### src/ipr_defines.svh
// Offsets, field positions, masks and reset values of the interrupt priority bank
`ifndef IPR_DEFINES_SVH
`define IPR_DEFINES_SVH

// Byte offsets of the six priority registers
`define IPR_OFF_CRC_UART_ERR   12'h000
`define IPR_OFF_LOW_VOLTAGE    12'h004
`define IPR_OFF_CHARGE_TIME    12'h008
`define IPR_OFF_SERIAL3        12'h00c
`define IPR_OFF_SERIAL4_I2C    12'h010
`define IPR_OFF_SPI3_SERIAL4   12'h014
`define IPR_NUM_REGS           6
`define IPR_NUM_SRCS           15

// Field low-bit positions within a 16-bit register
`define IPR_POS_HI             12
`define IPR_POS_MIDHI          8
`define IPR_POS_MIDLO          4
`define IPR_POS_LO             0

// Implemented-bit masks
`define IPR_MASK_CRC_UART_ERR  16'h7770
`define IPR_MASK_LOW_VOLTAGE   16'h0007
`define IPR_MASK_CHARGE_TIME   16'h0070
`define IPR_MASK_SERIAL3       16'h7770
`define IPR_MASK_SERIAL4_I2C   16'h7077
`define IPR_MASK_SPI3_SERIAL4  16'h7777

// Reset values: every implemented field holds 100
`define IPR_RST_CRC_UART_ERR   16'h4440
`define IPR_RST_LOW_VOLTAGE    16'h0004
`define IPR_RST_CHARGE_TIME    16'h0040
`define IPR_RST_SERIAL3        16'h4440
`define IPR_RST_SERIAL4_I2C    16'h4044
`define IPR_RST_SPI3_SERIAL4   16'h4444

// Field codes
`define IPR_CODE_DISABLED      3'h0

`endif

### src/ipr_pkg.sv
// Types shared by the interrupt priority bank
`default_nettype none
package ipr_pkg;
  typedef logic [2:0]  ipr_prio_t;
  typedef logic [15:0] ipr_reg_t;

  // Captured AHB address phase
  typedef struct packed {
    logic       valid;
    logic       write;
    logic [2:0] idx;
    logic       mapped;
  } ipr_addr_phase_t;
endpackage
`default_nettype wire

### src/ipr_regs.sv
// Interrupt priority register bank with AHB-Lite slave
//
// Chosen here: the address map and the AHB-Lite register port.
`default_nettype none
`include "ipr_defines.svh"
module ipr_regs #(
  parameter int NSRC = `IPR_NUM_SRCS
) (
  input  wire logic                sys_clk,     // System clock, 20 MHz
  input  wire logic                srst,        // Sync reset, high
  input  wire logic                hsel,        // Slave select
  input  wire logic [1:0]          htrans,      // Transfer type
  input  wire logic                hwrite,      // Write when high
  input  wire logic [2:0]          hsize,       // Word only
  input  wire logic [11:0]         haddr,       // Byte address
  input  wire logic [31:0]         hwdata,      // Write data
  input  wire logic                hready,      // Bus ready
  output logic                     hreadyout,   // Always ready
  output logic                     hresp,       // Always OKAY
  output logic      [31:0]         hrdata,      // Read data
  input  wire logic [NSRC-1:0]     srcReq,      // Peripheral requests
  output logic      [3*NSRC-1:0]   prioLvl,     // Level per source
  output logic      [NSRC-1:0]     srcEn,       // Source enabled
  output logic      [NSRC-1:0]     reqOut       // Enabled requests
);

  ipr_pkg::ipr_addr_phase_t curPhase;
  ipr_pkg::ipr_addr_phase_t pendWr;

  ipr_pkg::ipr_reg_t regs_ff [`IPR_NUM_REGS];
  ipr_pkg::ipr_reg_t nxt_regs [`IPR_NUM_REGS];
  logic [31:0]       hrdata_ff;
  logic [31:0]       nxt_hrdata;
  logic              hreadyout_ff;
  logic              nxt_hreadyout;
  logic              hresp_ff;
  logic              nxt_hresp;
  logic [3*NSRC-1:0] fields;

  // Implemented-bit mask per register index
  function automatic ipr_pkg::ipr_reg_t maskOf(input logic [2:0] idx);
    case (idx)
      3'h0:    maskOf = `IPR_MASK_CRC_UART_ERR;
      3'h1:    maskOf = `IPR_MASK_LOW_VOLTAGE;
      3'h2:    maskOf = `IPR_MASK_CHARGE_TIME;
      3'h3:    maskOf = `IPR_MASK_SERIAL3;
      3'h4:    maskOf = `IPR_MASK_SERIAL4_I2C;
      3'h5:    maskOf = `IPR_MASK_SPI3_SERIAL4;
      default: maskOf = 16'h0000;
    endcase
  endfunction

  // Reset value per register index
  function automatic ipr_pkg::ipr_reg_t rstOf(input logic [2:0] idx);
    case (idx)
      3'h0:    rstOf = `IPR_RST_CRC_UART_ERR;
      3'h1:    rstOf = `IPR_RST_LOW_VOLTAGE;
      3'h2:    rstOf = `IPR_RST_CHARGE_TIME;
      3'h3:    rstOf = `IPR_RST_SERIAL3;
      3'h4:    rstOf = `IPR_RST_SERIAL4_I2C;
      3'h5:    rstOf = `IPR_RST_SPI3_SERIAL4;
      default: rstOf = 16'h0000;
    endcase
  endfunction

  // Pull one 3-bit field out of a register
  function automatic ipr_pkg::ipr_prio_t fieldAt(input ipr_pkg::ipr_reg_t r, input int pos);
    fieldAt = r[pos +: 3];
  endfunction

  // Address phase capture
  ipr_ahb_front u_front (
    .sys_clk   (sys_clk),
    .srst      (srst),
    .hsel      (hsel),
    .htrans    (htrans),
    .hwrite    (hwrite),
    .haddr     (haddr),
    .hready    (hready),
    .curPhase  (curPhase),
    .pendWr_ff (pendWr)
  );

  // Register writes in the data phase; read data from the updated view
  always_comb
  begin
    for (int r = 0; r < `IPR_NUM_REGS; r++)
      nxt_regs[r] = regs_ff[r];
    if (pendWr.valid && pendWr.mapped)
      nxt_regs[pendWr.idx] = hwdata[15:0] & maskOf(pendWr.idx);
    nxt_hrdata = 32'h0000_0000;
    if (curPhase.valid && !curPhase.write && curPhase.mapped)
      nxt_hrdata = {16'h0000, nxt_regs[curPhase.idx] & maskOf(curPhase.idx)};
    nxt_hreadyout = 1'b1;
    nxt_hresp     = 1'b0;
  end

  // Bank storage and bus outputs
  always_ff @(posedge sys_clk)
  begin
    if (srst)
    begin
      for (int r = 0; r < `IPR_NUM_REGS; r++)
        regs_ff[r] <= rstOf(3'(r));
      hrdata_ff    <= 32'h0000_0000;
      hreadyout_ff <= 1'b1;
      hresp_ff     <= 1'b0;
    end
    else
    begin
      for (int r = 0; r < `IPR_NUM_REGS; r++)
        regs_ff[r] <= nxt_regs[r];
      hrdata_ff    <= nxt_hrdata;
      hreadyout_ff <= nxt_hreadyout;
      hresp_ff     <= nxt_hresp;
    end
  end

  // Gather fields in source order 0..14
  always_comb
  begin
    fields = '0;
    fields[3*0  +: 3] = fieldAt(regs_ff[0], `IPR_POS_HI);
    fields[3*1  +: 3] = fieldAt(regs_ff[0], `IPR_POS_MIDHI);
    fields[3*2  +: 3] = fieldAt(regs_ff[0], `IPR_POS_MIDLO);
    fields[3*3  +: 3] = fieldAt(regs_ff[1], `IPR_POS_LO);
    fields[3*4  +: 3] = fieldAt(regs_ff[2], `IPR_POS_MIDLO);
    fields[3*5  +: 3] = fieldAt(regs_ff[3], `IPR_POS_HI);
    fields[3*6  +: 3] = fieldAt(regs_ff[3], `IPR_POS_MIDHI);
    fields[3*7  +: 3] = fieldAt(regs_ff[3], `IPR_POS_MIDLO);
    fields[3*8  +: 3] = fieldAt(regs_ff[4], `IPR_POS_HI);
    fields[3*9  +: 3] = fieldAt(regs_ff[4], `IPR_POS_MIDLO);
    fields[3*10 +: 3] = fieldAt(regs_ff[4], `IPR_POS_LO);
    fields[3*11 +: 3] = fieldAt(regs_ff[5], `IPR_POS_HI);
    fields[3*12 +: 3] = fieldAt(regs_ff[5], `IPR_POS_MIDHI);
    fields[3*13 +: 3] = fieldAt(regs_ff[5], `IPR_POS_MIDLO);
    fields[3*14 +: 3] = fieldAt(regs_ff[5], `IPR_POS_LO);
  end

  // Levels, enables and gated requests
  ipr_prio_decode #(
    .NSRC (NSRC)
  ) u_decode (
    .sys_clk    (sys_clk),
    .srst       (srst),
    .fields     (fields),
    .srcReq     (srcReq),
    .prioLvl_ff (prioLvl),
    .srcEn_ff   (srcEn),
    .reqOut_ff  (reqOut)
  );

  // Bus outputs straight from flops
  assign hrdata    = hrdata_ff;
  assign hreadyout = hreadyout_ff;
  assign hresp     = hresp_ff;

endmodule // ipr_regs
`default_nettype wire

### src/ipr_ahb_front.sv
// AHB-Lite address-phase capture and register index decode
`default_nettype none
`include "ipr_defines.svh"
module ipr_ahb_front (
  input  wire logic                    sys_clk,    // System clock
  input  wire logic                    srst,       // Sync reset, high
  input  wire logic                    hsel,       // Slave select
  input  wire logic [1:0]              htrans,     // Transfer type
  input  wire logic                    hwrite,     // Write when high
  input  wire logic [11:0]             haddr,      // Byte address
  input  wire logic                    hready,     // Bus ready
  output var  ipr_pkg::ipr_addr_phase_t curPhase,  // Decode of current address phase
  output var  ipr_pkg::ipr_addr_phase_t pendWr_ff  // Write awaiting its data phase
);

  ipr_pkg::ipr_addr_phase_t nxt_pendWr;

  // Map byte address onto register index
  function automatic logic [3:0] decodeAddr(input logic [11:0] a);
    case (a)
      `IPR_OFF_CRC_UART_ERR: decodeAddr = 4'h8;
      `IPR_OFF_LOW_VOLTAGE:  decodeAddr = 4'h9;
      `IPR_OFF_CHARGE_TIME:  decodeAddr = 4'ha;
      `IPR_OFF_SERIAL3:      decodeAddr = 4'hb;
      `IPR_OFF_SERIAL4_I2C:  decodeAddr = 4'hc;
      `IPR_OFF_SPI3_SERIAL4: decodeAddr = 4'hd;
      default:               decodeAddr = 4'h0;
    endcase
  endfunction

  // Current address phase and the next pending write
  always_comb
  begin
    logic [3:0] dec;
    dec              = decodeAddr(haddr);
    curPhase.valid   = hsel & htrans[1] & hready;
    curPhase.write   = hwrite;
    curPhase.idx     = dec[2:0];
    curPhase.mapped  = dec[3];
    nxt_pendWr       = curPhase;
    nxt_pendWr.valid = curPhase.valid & hwrite;
  end

  // Hold the write across into its data phase
  always_ff @(posedge sys_clk)
  begin
    if (srst)
      pendWr_ff <= '0;
    else
      pendWr_ff <= nxt_pendWr;
  end

endmodule // ipr_ahb_front
`default_nettype wire

### src/ipr_prio_decode.sv
// Turns raw priority fields into levels, enables and gated requests
`default_nettype none
`include "ipr_defines.svh"
module ipr_prio_decode #(
  parameter int NSRC = `IPR_NUM_SRCS
) (
  input  wire logic                  sys_clk,     // System clock
  input  wire logic                  srst,        // Sync reset, high
  input  wire logic [3*NSRC-1:0]     fields,      // Raw 3-bit fields
  input  wire logic [NSRC-1:0]       srcReq,      // Source requests
  output logic      [3*NSRC-1:0]     prioLvl_ff,  // Level per source
  output logic      [NSRC-1:0]       srcEn_ff,    // Source enabled
  output logic      [NSRC-1:0]       reqOut_ff    // Requests passed on
);

  logic [3*NSRC-1:0] nxt_prioLvl;
  logic [NSRC-1:0]   nxt_srcEn;
  logic [NSRC-1:0]   nxt_reqOut;

  // Code 1..7 is the level itself; code 0 disables
  always_comb
  begin
    nxt_prioLvl = fields;
    for (int i = 0; i < NSRC; i++)
    begin
      nxt_srcEn[i]  = (fields[3*i +: 3] != `IPR_CODE_DISABLED);
      nxt_reqOut[i] = srcReq[i] & nxt_srcEn[i];
    end
  end

  // Register the decoded view; reset matches the level-4 default
  always_ff @(posedge sys_clk)
  begin
    if (srst)
    begin
      prioLvl_ff <= {NSRC{3'h4}};
      srcEn_ff   <= '1;
      reqOut_ff  <= '0;
    end
    else
    begin
      prioLvl_ff <= nxt_prioLvl;
      srcEn_ff   <= nxt_srcEn;
      reqOut_ff  <= nxt_reqOut;
    end
  end

endmodule // ipr_prio_decode
`default_nettype wire

### config.mk
export PLATFORM = sky130hd
export DESIGN_NAME = ipr_regs
export DESIGN_NICKNAME = d
export VERILOG_FILES = /design/src/ipr_pkg.sv /design/src/ipr_regs.sv /design/src/ipr_ahb_front.sv /design/src/ipr_prio_decode.sv
export VERILOG_INCLUDE_DIRS = /design/src
export SDC_FILE = /design/constraint.sdc
export NUM_CORES = 1
export LEC_CHECK = 0
export BUFFER_PORTS_ARGS = -buffer_cell sky130_fd_sc_hd__buf_2
export CAP_MARGIN = 20
export CELL_PAD_IN_SITES_DETAIL_PLACEMENT = 2
export CELL_PAD_IN_SITES_GLOBAL_PLACEMENT = 2
export CORE_MARGIN = 4
export CORE_UTILIZATION = 30
export CTS_CLUSTER_SIZE = 40
export DETAILED_ROUTE_END_ITERATION = 12
export PLACE_DENSITY_LB_ADDON = 0.1
export SYNTH_ARGS = -nofsm -noshare
export SYNTH_HDL_FRONTEND = slang
export SYNTH_SLANG_ARGS = --single-unit
### constraint.sdc
create_clock -name sys_clk -period 2.7 [get_ports sys_clk]
set_input_delay 0.54 -clock sys_clk [delete_from_list [all_inputs] [get_ports sys_clk]]
set_output_delay 0.54 -clock sys_clk [all_outputs]
set_load 0.01 [all_outputs]
After elaboration in Yosys (flattened, before gate mapping)
Memory sizes are Yosys's and may differ from the RTL's.
Cells that the tools add are included.
{"block": "word_totals", "register_bits": 112, "latch_bits": 0, "mem_bits_rw": 96, "romBits": 0, "in_bits": 69, "output_inout_bits": 109, "wordCells": 108, "n_memories": 1}
{"name": "regs_ff", "depth": 6, "word_bits": 16, "rd": 6, "rd_clocked_by_memory_dff": 0, "wr": 6, "line": "ipr_regs.sv:30", "text": "ipr_pkg::ipr_reg_t regs_ff [`IPR_NUM_REGS];"}
{"block": "classes", "add_sub_neg": 0, "mul": 0, "div": 0, "n_lt_le_gt_ge": 3, "n_eq_ne": 15, "shifts": 0, "muxes": 26, "bitwise": 29, "reduce_logical": 26}
{"cell": "$mux 16", "count": 16}
{"cell": "$pmux 15 s5", "count": 2}
{"cell": "$bwmux 96", "count": 1}
{"cell": "$mux 96", "count": 1}
{"cell": "$bmux 16 s3", "count": 1}
{"cell": "$demux 16 s3", "count": 1}
{"cell": "$reduce_bool 3->1", "count": 15}
{"cell": "$and 16x16->16", "count": 2}
{"cell": "$eq 12x4->1 const B", "count": 2}
{"cell": "$eq 12x5->1 const B", "count": 2}
{"cell": "$pmux 4 s6", "count": 1}
{"cell": "$and 1x1->1", "count": 18}
{"cell": "$eq 12x3->1 const B", "count": 1}
{"cell": "$eq 3x2->1 const B", "count": 4}
{"cell": "$eq 3x3->1 const B", "count": 4}
{"cell": "$logic_not 12->1", "count": 1}
{"cell": "$ge 4x4->1 const B", "count": 2}
{"cell": "$not 3->4", "count": 2}
{"cell": "$eq 3x1->1 const B", "count": 2}
{"cell": "$logic_not 3->1", "count": 2}
{"cell": "$or 1x1->1", "count": 6}
{"cell": "$reduce_or 2->1", "count": 3}
{"cell": "$logic_and 1x1->1", "count": 4}
{"cell": "$lt 4x1->1 const B", "count": 1}
{"cell": "other kinds (3)", "count": 5}

Logic depth before layout (Yosys ltp)
Gate-level depths: netlist (run 1).
{"block": "logic_depth", "ltp_word": 11, "depth_mapped": 10, "mapped_depth_nobuf": 6}

Cells and area by module
A second synthesis (run 1) with hierarchy kept.
{"block": "unflattened", "hier_cells": 563, "hier_area_um2": 5425.2}
{"module": "ipr_regs", "instances": 1, "cells_per_inst": 359, "area_each_um2": 3019.1, "seq_area_each_um2": 1241.2}
{"module": "ipr_prio_decode", "instances": 1, "cells_per_inst": 172, "area_each_um2": 2107.0, "seq_area_each_um2": 1501.4}
{"module": "ipr_ahb_front", "instances": 1, "cells_per_inst": 32, "area_each_um2": 299.0, "seq_area_each_um2": 120.1}

Least setup slack after synthesis (run 1)
OpenSTA, ideal clock, no wires.
{"block": "synth_path", "path_kind": "input port to flip-flop", "from": "input port haddr[0]", "to": "register hrdata_ff[13], in the netlist hrdata[13]", "setup_time_ns": 0.092, "arrival_time_ns": 2.090, "required_time_ns": 2.608, "path_slack_ns": 0.518, "stages": 6, "n_path_buf": 1, "path_cell_list": "nor4_4 and2_2 nand3_1 or3_2 buf_2 o32ai_1"}
{"block": "synth_between", "elab_chain_len": 7, "word_cells_on_any_way": 24, "classes_between": "eq/ne: 10; mux: 6; bitwise: 3; reduce/logical: 5"}
{"element": "from (decl)", "line": "ipr_regs.sv:15", "text": "input wire logic [11:0] haddr,"}
{"element": "$eq 12x5->1, or another cell as far along", "line": "ipr_ahb_front.sv:20", "text": "case (a)"}
{"element": "$pmux 4 s6 *", "line": "ipr_ahb_front.sv:20"}
{"element": "$eq 3x2->1, or another cell as far along", "line": "ipr_regs.sv:42", "text": "case (idx)"}
{"element": "$reduce_or 2->1 (no source line) or $bmux 16 s3 (tied branches)"}
{"element": "$pmux 15 s5 or $mux 16 (tied branches)", "line": "ipr_regs.sv:42, ipr_regs.sv:93"}
{"element": "$mux 16, on equally long branches", "line": "ipr_regs.sv:92, ipr_regs.sv:93"}
{"element": "$and 16x16->16", "line": "ipr_regs.sv:93", "text": "nxt_hrdata = {16'h0000, nxt_regs[curPhase.idx] & maskOf(curPhase.idx)};"}
{"element": "to (signal assigned)", "line": "ipr_regs.sv:113", "text": "hrdata_ff <= nxt_hrdata;"}
{"element": "to (decl)", "line": "ipr_regs.sv:32", "text": "logic [31:0] hrdata_ff;"}
Mark *: on every way between the ends. The rest lies on a longest branch, timed or not. The select of a mux whose other input is x is not followed.
A chain may end at the register's enable or synchronous reset.

Final worst setup path (run 1)
{"block": "layout_path", "from": "input port haddr[9]", "to": "register hrdata_ff[5], in the netlist hrdata[5]"}
The elaborated chain is that of the path after synthesis.

==> out/metrics.cfg, run 1 <==
[power_and_ir_drop]
ir_drop_uv=396
power_density_mw_per_mm2=635
p_leak_nw=3.13

[layout]
fillers=2166
diodes=0
fin_nets=807
ff_latch_area_mm2=0.00316
area_growth_pct=24.1
drive_gt1_share_pct=28.1
utilization_pct=38.4
multi_input_area_mm2=0.00246

[floorplan]
die-area_mm2=0.0219
die_w_um=148
io_pins=178
rows=50
start_util_pct=31.0
die_y_um=148
core_mm2=0.0190

[clock_network]
cts_resized=0
cts_hold_buf=0
root_buffer=clkbuf_16
clkTransAtPathRegs_ps=60
h-tree-depth=4
clkLatencyLatePin_ps=420
cts_tree=built
clock_sinks=158
post_cts_buffers=0
clk_path_buf_depth=2
cts-buffers-inserted=17

[worst_setup_path]
startpoint_type=input pin
arrival_ps=2580
endpoint_kind=flip-flop
worstPathRequired_ps=2980
criticalPathCategory=input pin to flip-flop
r2r_setup_slack_ps=440
critPathMaxFanout=6

[logic_synthesis]
syn_area_mm2=0.00589
post_synth.cell_area_avg_um2=9.68
seq_area_frac_synth_pct=53.7
yosys_warnings=0
ys.flop_type=dfxtp_1
synth_cell_types=54
synthCells=608
synth-edff-count=0
ys_ff_latch=158
async_reset_ff_share_pct=0

[timing]
fin_skew_ps=12.6
hold_violations=0
timing.final.crit_period_ps=2290
worst_pin_slew_ps=674
fmax_mhz=436
rsz0062_at_grt=false
finalSetupViolations=0
fin_crit_sh_pct=84.9
slew_viol_final=0
max_slew_margin_pct=55.1
worst_hold_slack_ps=351

[placed_design]
gp_congestion=0.787
dpl.hpwl_um=13900
place.port_buffers=131

[routing]
via_per_inst=4.79
num_vias=4845
final_antenna_net_count=0
drtIter0Drc=154
drcViolationCount=0
dr.pass1.iters=4
wl_per_cell_um=18.8
finalWirelength_um=19000

[min_path]
min_path_type=input pin to flip-flop

[global_routing]
antenna_found_initial=0
grtUsageTotal_pct=17.6
grt_overflow_total=0
grt_pass1_wl_um=30100
grt_max_degree=60
grt_pass1_vias=5339

[run_status]
status=complete, no violations

[flow_run]
cap_viol_max_count=0

[cell usage after synthesis (15+ instances only)]
cell      instances  area share (%)
buf_4            22             2.8
nand3_1          20             1.7
a21oi_1          20             1.7
o21ai_0          27             2.3
and3_1           21             2.2
or2_2            15             1.6
dfxtp_1         158              54
nor2b_1          33             3.5
nand2_1          57             3.6
clkbuf_1         29             1.8
mux2i_1          31             5.3
nor2_1           41             2.6
[power breakdown]
group	internal, mW	switching, mW	leakage (nW)
Clock	1.17	0.959	0.243
Combinational	0.0546	0.115	1.61
Sequential	2.34	0.00279	1.28
Total	3.56	1.08	3.13
[worst max-delay path, stage by stage]
cell      delay (ps)
buf_2            110
nor4_4           500
nand3_4          110
or3_4            370
nor3_1           340
buf_4            180
o21ai_0           70
a221oi_1         340
[state kept, by name, summed over array words and instances (netlist names)]
name	count
regs_ff	66
u_decode.reqOut_ff	15
u_decode.srcEn_ff	15
u_decode.prioLvl_ff	45
hrdata	12
u_front.pendWr_ff	5
[metal layers]
metal,wire [um],vias to the layer above,global-route usage [%]
met4,289,0,5.17
li1,-,2324,-
met3,676,16,3.69
met2,9610,95,30.9
met1,8430,2410,21.9
met5,0,-,0
[metrics by stage]
stage          setup TNS [ps]  setup WS (ps)  total power [mW]  area, um^2  std cells
2_1_floorplan               0            518              2.50        5960        628
3_3_place_gp                0           31.2              2.56        6800        979
3_5_place_dp            -21.4          -21.4              2.57        6800        979
4_1_cts                     0            424              4.71        7310       1011
5_1_grt                     0            280              4.84        7310       1011
6_report                    0            409              4.64        7310       1011
[cells by family after synthesis]
group	Yosys count	share of synthesized area [%]
xor gates and xnor gates	3	0.446
other	2	0.128
AOI/OAI and AO/OA	97	11.1
DFF	158	53.7
buffers and inverters	67	5.84
and+or+nand+nor	245	22.6
muxes	36	6.23
[layout by cell type (no fill, tap or decap), types with 15 or more instances in the layout]
| master | instances |
|---|---|
| nand2_1 | 57 |
| dfxtp_1 | 158 |
| o21ai_0 | 27 |
| and3_1 | 21 |
| nor2_1 | 41 |
| mux2i_1 | 31 |
| buf_2 | 131 |
| buf_4 | 21 |
| nand3_1 | 20 |
| clkbuf_16 | 17 |
| a21oi_1 | 20 |
| nor2b_1 | 33 |
| conb_1 | 22 |
| or2_2 | 15 |
[cell type report]
cell class	count	share of cell area (%)
Clock buffer	21	6.03
Tap cell	260	4.45
Timing Repair Buffer	153	11.4
Sequential cell	158	43.3
Multi-Input combinational cell	403	33.6
Inverter	5	0.257
Clock inverter	11	0.942
[final timing paths]
check,startpoint,to,cells past startpoint
setup / recovery,haddr[9],hrdata[5],8
hold / removal,srcReq[5],u_decode.reqOut_ff[5],2
setup reg to reg,u_front.pendWr_ff[2],hrdata[5],7
hold reg to reg,regs_ff[4][8],regs_ff[4][8],1
(Power assumes the default switching activity.)
==> run 2, diff against run 1 <==
Settings changed: CORE_UTILIZATION 30 to 27.
Clock period 2.7 ns to 2.1 ns, I/O delays scaled along.
==> run 2 against run 1 <==
Against the previous run: register-to-register slack worse by 340 ps; cell count up 3.7%; sequential share of layout area down 1.8 points; clock skew down 2.8 ps; die area up 10%; sequential power up 29%; global-route usage down 1.6 points; critical path depth down 1; flip-flop and latch count unchanged; worst setup slack worse by 310 ps; via count up 1.3%.
==> out/metrics.cfg, run 2 (synthesized netlist as in run 1, its figures left out) <==
[clock_network]
h-tree-depth=4  ; unchanged
clock_sinks=158  ; unchanged
cts_hold_buf=0  ; unchanged
root_buffer=clkbuf_16
cts_tree=built
cts-buffers-inserted=17  ; unchanged
post_cts_buffers=0  ; unchanged
clkTransAtPathRegs_ps=60  ; about the same
cts_resized=0  ; unchanged
clk_path_buf_depth=2  ; unchanged
clkLatencyLatePin_ps=430  ; about the same

[layout]
drive_gt1_share_pct=30.8  ; +2.7 points
layout_common_cells=dfxtp_1, buf_2, nand2_1
fillers=2390  ; +10%
utilization_pct=35.9  ; -2.5 points
area_growth_pct=29.3
diodes=0  ; unchanged
largest_reg_flops=66  ; unchanged
reg_top3=regs_ff (66), u_decode.prioLvl_ff (45)
largest_register=regs_ff
final_common_cell=dfxtp_1
fin_nets=830  ; +2.9%

[routing]
num_vias=4907  ; +1.3%
wl_met1_um=8820  ; +4.5%
wl_met3_um=659  ; -2.5%
wl_met2_um=9530  ; -0.76%
wl_per_cell_um=18.4  ; -1.9%
drtIter0Drc=182  ; +18%
dr.pass1.iters=4  ; unchanged
drcViolationCount=0  ; unchanged
top_layer=met4
final_antenna_net_count=0  ; unchanged
via_per_inst=4.68  ; -2.3%
finalWirelength_um=19300  ; +1.7%

[floorplan]
die_w_um=156  ; +5.1%
die_y_um=156  ; +5.1%
die-area_mm2=0.0242  ; +10%
core_mm2=0.0212  ; +12%
start_util_pct=27.7  ; -3.2 points
rows=53  ; +6.0%
io_pins=178  ; unchanged

[worst_setup_path]
critPathMaxFanout=5  ; -1
arrival_ps=2300  ; -280 ps
endpoint_kind=flip-flop
criticalPathCategory=flip-flop to flip-flop
worstPathRequired_ps=2400  ; -580 ps
startpoint_type=flip-flop

[power_and_ir_drop]
p_int_mw=5.02  ; +41%
p_clk_share_pct=49.0  ; +3.2 points
power.share.sequential_pct=47.4  ; -3.2 points
power_switching_share_pct=21.2  ; -2.0 points
ir_drop_uv=510  ; +29%
pwr-share-comb_pct=3.6  ; about the same
p_leak_nw=3.29  ; +5.4%
power_density_mw_per_mm2=836  ; +32%
p_sw_mw=1.35  ; +25%

[run_status]
status=complete, no violations

[timing]
fin_ws_ps=98.4  ; -310 ps
worst_hold_slack_ps=230  ; -121 ps
fin_crit_sh_pct=95.3
max_slew_margin_pct=60.8  ; +5.7 points
finalSetupTns_ps=0  ; unchanged
fmax_mhz=500
timing.final.crit_period_ps=2000
fin_skew_ps=9.82  ; -2.78 ps
worst_pin_slew_ps=589  ; -85.0 ps
finalSetupViolations=0  ; unchanged
hold_violations=0  ; unchanged
slew_viol_final=0  ; unchanged

[placed_design]
dpl.hpwl_um=14300  ; +2.6%
gp_congestion=0.797  ; +1.2%
place.port_buffers=131  ; unchanged
dpl_worst_slack_ps=-414  ; -393 ps

[global_routing]
grt_pass1_wl_um=30300  ; +0.87%
antenna_found_initial=0  ; unchanged
grt_overflow_total=0  ; unchanged
grt_max_degree=89  ; +48%
grtUsageTotal_pct=16.1  ; -1.6 points
grt_pass1_vias=5441  ; +1.9%

[flow_run]
cap_viol_max_count=0  ; unchanged

[min_path]
min_path_type=input pin to flip-flop

[run 2: cell count changes in the layout (fill, tap and decap cells not counted), moves of 2 or more]
cell	change
bufinv_16	+3
clkinvlp_4	-4
clkinv_2	-4
a221oi_1	-2
clkbuf_1	+2
mux2i_2	+2
a221oi_2	+2
buf_4	+22
mux2i_1	-2
clkbuf_8	+2
[run 2: routing by layer]
metal | GRT usage (%) | up-vias
li1 | - | 2368
met5 | 0 | -
met1 | 20.4 | 2415
met2 | 27.9 | 98
met3 | 2.83 | 26
met4 | 4.88 | 0
[run 2: area by class of cell]
cell class                      instances  area (um^2)  area share [%]
Clock buffer                           25          475            6.24
Clock inverter                          6          109            1.43
Tap cell                              275          344            4.52
Sequential cell                       158         3160            41.5
Multi-Input combinational cell        403         2490            32.6
Timing Repair Buffer                  176         1020            13.4
Inverter                                5         18.8           0.246
[run 2: path summary, 6_finish.rpt]
check,from,end,slack [ps],depth (start not counted)
min reg2reg,regs_ff[4][9],regs_ff[4][9],480,1
min,srcReq[5],u_decode.reqOut_ff[5],230,2
max,u_front.pendWr_ff[2],hrdata[10],100,7
max reg2reg,u_front.pendWr_ff[2],hrdata[10],100,7
[run 2: critical path: stages, from the launching register on]
cell      delay [ps]
dfxtp_1          390
and3b_1          250
and2_1           180
nand2_1          100
mux2_2           350
a221oi_1         360
buf_4            180
a211oi_1          60
[run 2: power groups by stage]
stage	Combinational [mW]	Clock [mW]	Sequential (mW)
final	0.229	3.12	3.02
after floorplan	0.127	0	3.09
after CTS	0.233	3.19	3.02
after global placement	0.227	0	3.08
after global routing	0.251	3.32	3.02
after detailed placement	0.231	0	3.08
[run 2: stage by stage]
step / instances / cell area [um^2] / power (mW)
2_1_floorplan: 628 / 5960 / 3.22
3_3_place_gp: 1017 / 7000 / 3.31
3_5_place_dp: 1017 / 7000 / 3.31
4_1_cts: 1048 / 7580 / 6.44
5_1_grt: 1048 / 7610 / 6.59
6_report: 1048 / 7610 / 6.37
